### src/design/nstre_pkg.sv
// Shared constants for the nibble swap / table read execution block.
// Assumes a core that runs four quarter phases per instruction cycle,
// one system clock per quarter.
package nstre_pkg;

    // ------------------------------------------------------------------
    // Widths
    // ------------------------------------------------------------------
    localparam int ADDR_W = 14;            // Data memory address
    localparam int BANK_W = 6;             // Bank select width
    localparam int PTR_W  = 21;            // Table pointer, byte address

    // ------------------------------------------------------------------
    // Opcodes
    // ------------------------------------------------------------------
    localparam logic [5:0]  SWAP_OPC     = 6'h0e;    // Bits 15:10
    localparam logic [13:0] TABLE_READ_OPC = 14'h0002; // Bits 15:2
    localparam int          DEST_BIT     = 9;
    localparam int          ACCESS_BIT   = 8;

    // ------------------------------------------------------------------
    // Addressing
    // ------------------------------------------------------------------
    localparam logic [7:0]        ACCESS_LIMIT   = 8'h5f;
    localparam logic [BANK_W-1:0] ACCESS_LO_BANK = 6'h00;
    localparam logic [BANK_W-1:0] ACCESS_HI_BANK = 6'h3f;

    // ------------------------------------------------------------------
    // Quarter phases and pointer modes
    // ------------------------------------------------------------------
    localparam logic [1:0] QTR_1 = 2'h0;
    localparam logic [1:0] QTR_2 = 2'h1;
    localparam logic [1:0] QTR_3 = 2'h2;
    localparam logic [1:0] QTR_4 = 2'h3;

    localparam logic [1:0] MODE_KEEP     = 2'h0;
    localparam logic [1:0] MODE_POST_INC = 2'h1;
    localparam logic [1:0] MODE_POST_DEC = 2'h2;
    localparam logic [1:0] MODE_PRE_INC  = 2'h3;

    localparam logic [PTR_W-1:0] PTR_RESET = 21'h000000;
    localparam logic [7:0]       BYTE_ZERO = 8'h00;

    typedef enum logic [2:0] {
        ST_IDLE = 3'b001,
        ST_SWAP = 3'b010,
        ST_TBL  = 3'b100
    } nstre_state_t;

    // Exchange upper and lower nibble
    function automatic logic [7:0] nib_swap(input logic [7:0] v);
        nib_swap = {v[3:0], v[7:4]};
    endfunction

    // Step the pointer across all bits, wrapping at the ends
    function automatic logic [PTR_W-1:0] ptr_step(input logic [PTR_W-1:0] p,
                                                  input logic              down);
        ptr_step = down ? p - 21'h000001 : p + 21'h000001;
    endfunction

endpackage

### src/design/nstre_addr_if.sv
// Carrier between the executor and its operand address resolver.
// Assumes purely combinational use within one clock domain.
`timescale 1ns/1ps
interface nstre_addr_if;
    import nstre_pkg::*;

    logic [7:0]        file_field;
    logic              access_bit;
    logic [BANK_W-1:0] bank_sel;
    logic              ext_en;
    logic [ADDR_W-1:0] index_base;
    logic [ADDR_W-1:0] addr;
    logic              indexed;

    modport resolver (
        input  file_field,
        input  access_bit,
        input  bank_sel,
        input  ext_en,
        input  index_base,
        output addr,
        output indexed
    );

    modport requester (
        output file_field,
        output access_bit,
        output bank_sel,
        output ext_en,
        output index_base,
        input  addr,
        input  indexed
    );
endinterface

### src/design/nstre_addr_resolve.sv
// Operand address resolver for byte-oriented file register access.
// Assumes its inputs are stable while the executor decodes.
`timescale 1ns/1ps
module nstre_addr_resolve
    import nstre_pkg::*;
(
    nstre_addr_if.resolver ai
);

    // ------------------------------------------------------------------
    // Address selection
    // ------------------------------------------------------------------
    // Indexed mode only in the lower access window with the extended set
    always_comb begin
        ai.indexed = 1'b0;
        if (ai.access_bit) begin
            ai.addr = {ai.bank_sel, ai.file_field};
        end else if (ai.ext_en && (ai.file_field <= ACCESS_LIMIT)) begin
            ai.indexed = 1'b1;
            ai.addr    = ai.index_base + {6'h00, ai.file_field};
        end else if (ai.file_field <= ACCESS_LIMIT) begin
            ai.addr = {ACCESS_LO_BANK, ai.file_field};
        end else begin
            ai.addr = {ACCESS_HI_BANK, ai.file_field};
        end
    end

endmodule

### src/design/nstre_exec.sv
// Executor for the nibble swap and table read instructions.
// Assumes one system clock per quarter phase; the core offers an
// instruction only in the first quarter and holds fetch while busy.
`timescale 1ns/1ps
module nstre_exec
    import nstre_pkg::*;
(
    input  wire logic              SYS_CLK_IN,
    input  wire logic              RST_N_IN,
    input  wire logic              INSTR_VALID_IN,
    input  wire logic [15:0]       INSTR_IN,
    input  wire logic [BANK_W-1:0] BANK_SELECT_IN,
    input  wire logic              EXT_SET_EN_IN,
    input  wire logic [ADDR_W-1:0] INDEX_BASE_IN,
    input  wire logic [7:0]        FILE_RD_DATA_IN,
    input  wire logic [15:0]       PM_DATA_IN,
    input  wire logic              PTR_WR_EN_IN,
    input  wire logic [PTR_W-1:0]  PTR_WR_DATA_IN,
    output logic [1:0]             QUARTER_OUT,
    output logic                   BUSY_OUT,
    output logic                   FILE_RD_EN_OUT,
    output logic [ADDR_W-1:0]      FILE_ADDR_OUT,
    output logic                   INDEXED_OUT,
    output logic                   FILE_WR_EN_OUT,
    output logic                   WREG_WR_EN_OUT,
    output logic [7:0]             RESULT_OUT,
    output logic                   PM_RD_EN_OUT,
    output logic [PTR_W-2:0]       PM_WORD_ADDR_OUT,
    output logic                   TABLE_DONE_OUT,
    output logic [7:0]             TABLE_LATCH_OUT,
    output logic [PTR_W-1:0]       TABLE_POINTER_OUT
);

    // ------------------------------------------------------------------
    // State
    // ------------------------------------------------------------------
    nstre_state_t      state_q, state_d;
    logic [1:0]        qtr_q, qtr_d;
    logic [15:0]       instr_q, instr_d;
    logic [1:0]        mode_q, mode_d;
    logic              second_q, second_d;
    logic              rd_hi_q, rd_hi_d;
    logic              busy_q, busy_d;
    logic              frd_q, frd_d;
    logic [ADDR_W-1:0] faddr_q, faddr_d;
    logic              idx_q, idx_d;
    logic              fwr_q, fwr_d;
    logic              wwr_q, wwr_d;
    logic [7:0]        res_q, res_d;
    logic              pmrd_q, pmrd_d;
    logic [PTR_W-2:0]  pmaddr_q, pmaddr_d;
    logic              done_q, done_d;
    logic [7:0]        latch_q, latch_d;
    logic [PTR_W-1:0]  ptr_q, ptr_d;
    logic              dec_swap, dec_tbl;

    nstre_addr_if ai ();

    nstre_addr_resolve u_resolve (
        .ai (ai.resolver)
    );

    // Operands come straight from the instruction offered in Q1
    assign ai.file_field = INSTR_IN[7:0];
    assign ai.access_bit = INSTR_IN[ACCESS_BIT];
    assign ai.bank_sel   = BANK_SELECT_IN;
    assign ai.ext_en     = EXT_SET_EN_IN;
    assign ai.index_base = INDEX_BASE_IN;

    // ------------------------------------------------------------------
    // Decode
    // ------------------------------------------------------------------
    assign dec_swap = (INSTR_IN[15:10] == SWAP_OPC);
    assign dec_tbl  = (INSTR_IN[15:2] == TABLE_READ_OPC);

    // Next values for the whole sequencer; pulses default low
    always_comb begin
        state_d  = state_q;
        qtr_d    = qtr_q + 2'h1;
        instr_d  = instr_q;
        mode_d   = mode_q;
        second_d = second_q;
        rd_hi_d  = rd_hi_q;
        frd_d    = 1'b0;
        faddr_d  = faddr_q;
        idx_d    = idx_q;
        fwr_d    = 1'b0;
        wwr_d    = 1'b0;
        res_d    = res_q;
        pmrd_d   = 1'b0;
        pmaddr_d = pmaddr_q;
        done_d   = 1'b0;
        latch_d  = latch_q;
        ptr_d    = ptr_q;
        case (state_q)
            ST_IDLE: begin
                // Core pointer loads only land between instructions
                if (PTR_WR_EN_IN) begin
                    ptr_d = PTR_WR_DATA_IN;
                end
                if (qtr_q == QTR_1 && INSTR_VALID_IN && dec_swap) begin
                    state_d = ST_SWAP;
                    instr_d = INSTR_IN;
                    faddr_d = ai.addr;
                    idx_d   = ai.indexed;
                    frd_d   = 1'b1;
                end else if (qtr_q == QTR_1 && INSTR_VALID_IN && dec_tbl) begin
                    state_d  = ST_TBL;
                    instr_d  = INSTR_IN;
                    mode_d   = INSTR_IN[1:0];
                    second_d = 1'b0;
                end
            end
            ST_SWAP: begin
                // Process in Q2 so the write is ready for Q4
                if (qtr_q == QTR_2) begin
                    res_d = nib_swap(FILE_RD_DATA_IN);
                end else if (qtr_q == QTR_3) begin
                    fwr_d = instr_q[DEST_BIT];
                    wwr_d = !instr_q[DEST_BIT];
                end else if (qtr_q == QTR_4) begin
                    state_d = ST_IDLE;
                end
            end
            ST_TBL: begin
                if (!second_q) begin
                    // Pre-increment lands before the read cycle starts
                    if (qtr_q == QTR_3 && mode_q == MODE_PRE_INC) begin
                        ptr_d = ptr_step(ptr_q, 1'b0);
                    end else if (qtr_q == QTR_4) begin
                        second_d = 1'b1;
                    end
                end else begin
                    if (qtr_q == QTR_1) begin
                        pmrd_d   = 1'b1;
                        pmaddr_d = ptr_q[PTR_W-1:1];
                        rd_hi_d  = ptr_q[0];
                    end else if (qtr_q == QTR_3) begin
                        latch_d = rd_hi_q ? PM_DATA_IN[15:8] : PM_DATA_IN[7:0];
                        done_d  = 1'b1;
                        if (mode_q == MODE_POST_INC) begin
                            ptr_d = ptr_step(ptr_q, 1'b0);
                        end else if (mode_q == MODE_POST_DEC) begin
                            ptr_d = ptr_step(ptr_q, 1'b1);
                        end
                    end else if (qtr_q == QTR_4) begin
                        state_d = ST_IDLE;
                    end
                end
            end
            default: begin
                state_d = ST_IDLE;
            end
        endcase
        busy_d = (state_d != ST_IDLE);
    end

    // ------------------------------------------------------------------
    // Registers
    // ------------------------------------------------------------------
    always_ff @(posedge SYS_CLK_IN) begin
        if (!RST_N_IN) begin
            state_q  <= ST_IDLE;
            qtr_q    <= QTR_1;
            instr_q  <= 16'h0000;
            mode_q   <= MODE_KEEP;
            second_q <= 1'b0;
            rd_hi_q  <= 1'b0;
            busy_q   <= 1'b0;
            frd_q    <= 1'b0;
            faddr_q  <= 14'h0000;
            idx_q    <= 1'b0;
            fwr_q    <= 1'b0;
            wwr_q    <= 1'b0;
            res_q    <= BYTE_ZERO;
            pmrd_q   <= 1'b0;
            pmaddr_q <= 20'h00000;
            done_q   <= 1'b0;
            latch_q  <= BYTE_ZERO;
            ptr_q    <= PTR_RESET;
        end else begin
            state_q  <= state_d;
            qtr_q    <= qtr_d;
            instr_q  <= instr_d;
            mode_q   <= mode_d;
            second_q <= second_d;
            rd_hi_q  <= rd_hi_d;
            busy_q   <= busy_d;
            frd_q    <= frd_d;
            faddr_q  <= faddr_d;
            idx_q    <= idx_d;
            fwr_q    <= fwr_d;
            wwr_q    <= wwr_d;
            res_q    <= res_d;
            pmrd_q   <= pmrd_d;
            pmaddr_q <= pmaddr_d;
            done_q   <= done_d;
            latch_q  <= latch_d;
            ptr_q    <= ptr_d;
        end
    end

    // Outputs straight from flops
    assign QUARTER_OUT       = qtr_q;
    assign BUSY_OUT          = busy_q;
    assign FILE_RD_EN_OUT    = frd_q;
    assign FILE_ADDR_OUT     = faddr_q;
    assign INDEXED_OUT       = idx_q;
    assign FILE_WR_EN_OUT    = fwr_q;
    assign WREG_WR_EN_OUT    = wwr_q;
    assign RESULT_OUT        = res_q;
    assign PM_RD_EN_OUT      = pmrd_q;
    assign PM_WORD_ADDR_OUT  = pmaddr_q;
    assign TABLE_DONE_OUT    = done_q;
    assign TABLE_LATCH_OUT   = latch_q;
    assign TABLE_POINTER_OUT = ptr_q;

    // ------------------------------------------------------------------
    // Assertions
    // ------------------------------------------------------------------
    logic [7:0] pm_sel_a;
    logic [7:0] rd_sw_a;
    // Independent of the datapath: pointer bit and explicit nibble order
    assign pm_sel_a = TABLE_POINTER_OUT[0] ? PM_DATA_IN[15:8] : PM_DATA_IN[7:0];
    assign rd_sw_a  = {FILE_RD_DATA_IN[3:0], FILE_RD_DATA_IN[7:4]};
endmodule

### config.mk
export PLATFORM = sky130hd
export DESIGN_NAME = nstre_exec
export DESIGN_NICKNAME = d
export VERILOG_FILES = /design/src/design/nstre_pkg.sv /design/src/design/nstre_addr_if.sv /design/src/design/nstre_addr_resolve.sv /design/src/design/nstre_exec.sv
export SDC_FILE = /design/constraint.sdc
export NUM_CORES = 1
export LEC_CHECK = 0
export BUFFER_PORTS_ARGS = -buffer_cell sky130_fd_sc_hd__buf_2
export CAP_MARGIN = 10
export CORE_MARGIN = 5
export CORE_UTILIZATION = 42
export CTS_CLUSTER_DIAMETER = 200
export DETAILED_ROUTE_END_ITERATION = 8
export GPL_ROUTABILITY_DRIVEN = 1
export PLACE_DENSITY_LB_ADDON = 0.2
export REMOVE_ABC_BUFFERS = 1
export SKIP_LAST_GASP = 1
export SYNTH_ARGS = -nofsm -noshare
export SYNTH_HDL_FRONTEND = slang
export SYNTH_SLANG_ARGS = --single-unit
### constraint.sdc
create_clock -name SYS_CLK_IN -period 3.9 [get_ports SYS_CLK_IN]
set_input_delay 0.195 -clock SYS_CLK_IN [delete_from_list [all_inputs] [get_ports SYS_CLK_IN]]
set_output_delay 0.195 -clock SYS_CLK_IN [all_outputs]
set_load 0.1 [all_outputs]
After elaboration in Yosys (flattened, before gate mapping)
Index checks and enable logic that the tools add are counted.

word-level totals
  flip-flop bits (word level) = 97
  latch bits = 0
  RAM bits = 0
  memory bits (read-only) = 0
  input port bits = 86
  output and inout port bits = 80
  logic and storage cells = 103
  memories kept = 0

operators by class
  add/sub/neg operators = 4
  multiply operators = 0
  div/mod/pow operators = 0
  order comparisons = 1
  eq/ne operators = 19
  shifts and indexed selects = 0
  multiplexer cells = 33
  bitwise logic cells = 7
  reductions and logical operators = 21

operator list
  cell                     number
  $mux W21                 7
  $mux W14                 3
  $pmux W21 S2             1
  $add A21 B1 Y21 const B  1
  $mux W3                  7
  $sub A21 B1 Y21 const B  1
  $mux W10                 2
  $add A14 B8 Y14          1
  $eq A14 B2 Y1 const B    1
  $reduce_and A3 Y1        4
  $mux W1                  10
  $ne A3 B3 Y1 const B     3
  $pmux W3 S3              1
  $eq A2 B2 Y1 const B     4
  $le A8 B7 Y1 const B     1
  $mux W8                  1
  $reduce_and A2 Y1        4
  $reduce_or A4 Y1         2
  $not A1 Y1               7
  $eq A6 B4 Y1 const B     1
  $ne A2 B2 Y1 const B     3
  $reduce_and A6 Y1        1
  $logic_and A1 B1 Y1      5
  $eq A2 B1 Y1 const B     2
  other kinds (11)         12

Depth between registers and ports, before layout
  word-level depth = 7
  mapped depth = 8
  depth with buffers taken out = 7

Cells and area by module
From an unflattened synthesis, not the netlist that was laid out.

unflattened totals
  cells, all modules = 641
  area, all modules = 5082.4 µm²

modules (own cells, without submodules)
  module              times used  cells each  area an instance (µm²)  seq. area each (µm²)
  nstre_exec          1           550         4448.0                  1761.7
  nstre_addr_resolve  1           91          634.4                   0.0

Worst setup path after synthesis
No wires, ideal clock.

  kind = reg2reg
  from = register qtr_q[0], in the netlist QUARTER_OUT[0]
  to = register ptr_q[17], in the netlist TABLE_POINTER_OUT[17]
  library setup time = 0.079 ns
  data arrival time = 2.670 ns
  data required time = 3.821 ns
  setup slack = 1.151 ns
  stages on the path, launching flop included = 8
  path buffers = 1
  period minus slack after synthesis = 2.749 ns
  path through = dfxtp_1 -> inv_1 -> ha_1 -> o211a_1 -> or2_1 -> buf_2 -> or4_1 -> o211ai_1

between the ends
  longest elaborated chain between the ends = 4
  elaborated cells between the ends (all ways) = 7
  classes of those cells = eq/ne (4); reduce/logical (3)

RTL lines
  what                                    RTL line                              RTL
  start, declared                         nstre_exec.sv:38                      logic [1:0] qtr_q, qtr_d;
  start signal, assigned                  nstre_exec.sv:183                     qtr_q <= qtr_d;
  $eq A2 B2 Y1                            nstre_exec.sv:128, nstre_exec.sv:138
  $logic_and A1 B1 Y1                     nstre_exec.sv:128                     if (qtr_q == QTR_3 && mode_q == MODE_PRE_INC) begin
  $ne A3 B3 Y1 (no source line)           n/a
  $reduce_and A6 Y1 (no source line) (*)  n/a
  end signal, assigned                    nstre_exec.sv:199                     ptr_q <= ptr_d;
  end, declared                           nstre_exec.sv:54                      logic [PTR_W-1:0] ptr_q, ptr_d;

Every way passes the cells marked *; elsewhere a longest branch is shown, timed or not.
A chain may end at the register's enable or synchronous reset.

Worst setup path in the final report
  from = register state_q[2]
  to = register ptr_q[11], in the netlist TABLE_POINTER_OUT[11]

between the ends
  longest elaborated chain between the ends = 3
  elaborated cells between the ends (all ways) = 10
  classes of those cells = eq/ne (7); mux (1); reduce/logical (2)

RTL lines
  what                                                   RTL line           RTL
  start, declared                                        nstre_exec.sv:37   nstre_state_t state_q, state_d;
  start signal, assigned                                 nstre_exec.sv:182  state_q <= state_d;
  $eq A3 B3 Y1 or $eq A3 B1 Y1 (tied branches)           nstre_exec.sv:95   case (state_q)
  $ne A4 B4 Y1 (no source line) (tied with other cells)  n/a
  $reduce_and A6 Y1 (no source line)                     n/a

Parallel ways exist; a longest one is shown, timed or not.

==> impl_results.md <==
- Final Hold Fails: 0
- FP Rows: 39
- Main synth FF type: dfxtp_1
- Congestion Overflow GR: 0
- Die ar.: approximately 0.014 sq mm
- Layout cells sized above 1: about a quarter
- Syn Area/Cell: ~7.9 sq um
- Cell taking the most area after synthesis: dfxtp_1
- Layout overhead on the synthesized area: 23.6%
- Critical Path Max Stage Delay: approximately 600 ps
- Most frequent cell after synthesis: nand2_1
- H-tree depth: 3
- Number of global-route vias before repair: slightly above 5000
- Skew final: between 7 and 8 ps
- Synth Warn #: 0
- ANT cells: 0
- RSZ-0062 raised after global routing: no
- Initial Util: between 40 and 50%
- Flop-to-flop setup slack: 1190 ps
- CP cell instances: nor3b_4 > a32oi_1 > buf_4 > or2_1 > or4_1 > o211ai_1
- PD cells: between 300 and 400 mW/mm^2
- Worst-path clk slew: 60 ps
- Synth Instances: 624
- Max-slew violations: 0
- Clock root cell: clkbuf_16
- Worst hold path class: input port to register
- Die Ht: 118 microns
- Post-cts sizing count: 0
- Status: finished clean
- Routed wire length: about 15000 microns
- DR vias: between 5000 and 6000
- Synthesized flop and latch total: 88
- CP Launch Type: register
- Register area share after synthesis: about 36%
- Worst Path Max Fanout: 24
- TritonCTS buffer count: 9
- Final hold slack: 84.9 ps
- Hold_buf cts: 0
- Setup WS post-layout: between 1000 and 1500 ps
- Placed cell count: 892
- Least-Margin Pin Slew: roughly 950 ps
- Area contributors post-synth: dfxtp_1, nand2_1, a21oi_1
- GRT Util Overall: roughly a fifth
- Iter 0 DRT Violations: ~240
- Sinks on Clock Net: a little under 90
- Yosys top cell area share: 35.6%
- Fill cells: approximately 1100
- Slowest-stage cell, CP: nor3b_4
- DP Worst Slack: around 1300 ps
- Synthesized area: roughly 0.0049 sq mm
- Cell leakage power: between 2 and 2.5 nW
- CP required: roughly 4200 ps
- Drc violations: 0
- First-pass GRT wire length: between 20000 and 25000 microns
- Max-Cap Viols: 0
- EDFF count, synth: 0
- Crit path time final: about 2700 ps
- Cell Count, Final, Fillers Out: between 900 and 1000
- DR vias/cell: 5.68
- Longest Clk Path Bufs: 2
- Period utilization: between 60% and 70%
- Setup bufs post-CTS: 0
- Core ar.: 0.0115 sq mm
- Remaining antenna violation count after routing: 0
- FMAX: approximately 370 MHz
- Crit Path Category: register to register
- GPL Wtd Cong: 0.941
- CTS tree: yes
- Initial antenna violation count: 0
- Netlist cell types: 60
- Largest net degree at the start of global routing: 57
- Drt first pass iters: 5
- Final Setup Violations: 0
- Arr. time, crit path: 2980 ps
- Slew Limit Headroom: approximately 37%
- Layout net count: 861
- Final HPWL DP: ~11000 microns
- Die Span X: 118 microns
- Worst VDD drop: roughly 0.26 mV
- Clock latency on the worst-skew pair: 350 ps
- Top Ports: ~170
- Post-synth top cells: nand2_1, dfxtp_1, a21oi_1
- Port Buffer Count: about 170
- Wire per inst: around 17 microns
- Post-synth ARST share: 0%
- Worst Setup End Kind: register
- Setup TNS: 0 ps
==> where the power goes <==
part	switching (mW)	internal (mW)	leakage (nW)	total [mW]
sequential	0.0315	0.914	0.713	0.946
clock	0.359	0.483	0.137	0.842
combinational	0.250	0.108	1.60	0.358
total	0.641	1.51	2.45	2.15
==> critical path, delay by kind of cell, from the launching register on <==
family                 cells  cell delay, ps
and+or+nand+nor            3            1620
DFF                        1             410
buffers and inverters      1             230
AOI/OAI and AO/OA          2             360
==> placed cells by master (no fill, tap or decap), types with 6 or more instances in the layout <==
| cell | instances |
|---|---|
| o211ai_1 | 14 |
| nand2_1 | 89 |
| a31oi_1 | 13 |
| or3_1 | 6 |
| o22ai_1 | 11 |
| buf_4 | 7 |
| nor4_1 | 8 |
| clkbuf_16 | 9 |
| dfxtp_1 | 88 |
| buf_2 | 165 |
| a32oi_1 | 9 |
| nor3_1 | 19 |
| nor2_1 | 48 |
| o31a_1 | 6 |
| o21ai_0 | 16 |
| and3_1 | 10 |
| a21oi_1 | 49 |
| nand3_1 | 19 |
| a211oi_1 | 14 |
| or4_1 | 10 |
| mux2i_1 | 17 |
| inv_1 | 17 |
| nand4_1 | 18 |
| ha_1 | 14 |
| a211o_1 | 6 |
| and2_1 | 7 |
| a22oi_1 | 7 |
| xnor2_1 | 10 |
==> sequential cells by signal, indices dropped and copies added, names as in the netlist, 2 cells and up <==
signal,flops
mode_q,2
TABLE_LATCH_OUT,8
state_q,3
FILE_ADDR_OUT,14
RESULT_OUT,8
TABLE_POINTER_OUT,21
QUARTER_OUT,2
PM_WORD_ADDR_OUT,20
==> cells by family (layout without fill, tap and decap cells) <==
family	count (synthesis)	in the layout	share of synthesized area, %
compound gates	172	172	23.6
xor+xnor	12	12	2.13
fa+ha+maj	15	15	3.95
buf+inv	65	206	5.11
flops	88	88	35.6
mux	17	17	3.44
simple gates	255	255	26.2
==> through the flow <==
stage	total power [mW]	instance area, sq um	utilization (%)
2_1_floorplan	1.20	4760	-
3_3_place_gp	1.32	5810	50.7
3_5_place_dp	1.32	5810	50.7
4_1_cts	2.18	6110	53.3
5_1_grt	2.25	6110	53.3
6_report	2.15	6110	53.3
==> routing by layer <==
metal	wire length [microns]	vias to the layer above	global-route usage, %
met1	6520	2389	26.0
met5	0	-	0
met4	175	0	5.39
met2	7340	160	35.9
li1	-	2592	-
met3	965	16	5.87
==> final cells by class <==
class	count	area [sq um]	area share [%]
flip-flops and latches	88	1760	28.8
inverters	18	67.6	1.11
clock inverters	4	27.5	0.451
clock buffers	12	267	4.36
multi-input cells	471	2930	47.9
well taps	143	179	2.93
repair buffers	172	878	14.4
==> worst paths after layout <==
check                                          from  cells past startpoint                                 end
setup / recovery              state_q[2]$_SDFF_PN0_                      6  TABLE_POINTER_OUT[11]$_SDFFE_PN0P_
hold / removal                   FILE_RD_DATA_IN[2]                      3          RESULT_OUT[6]$_SDFFE_PN0P_
setup reg to reg              state_q[2]$_SDFF_PN0_                      6  TABLE_POINTER_OUT[11]$_SDFFE_PN0P_
hold reg to reg   PM_WORD_ADDR_OUT[12]$_SDFFE_PN0P_                      2   PM_WORD_ADDR_OUT[12]$_SDFFE_PN0P_
Note: power is estimated with default switching activity, not from simulation.
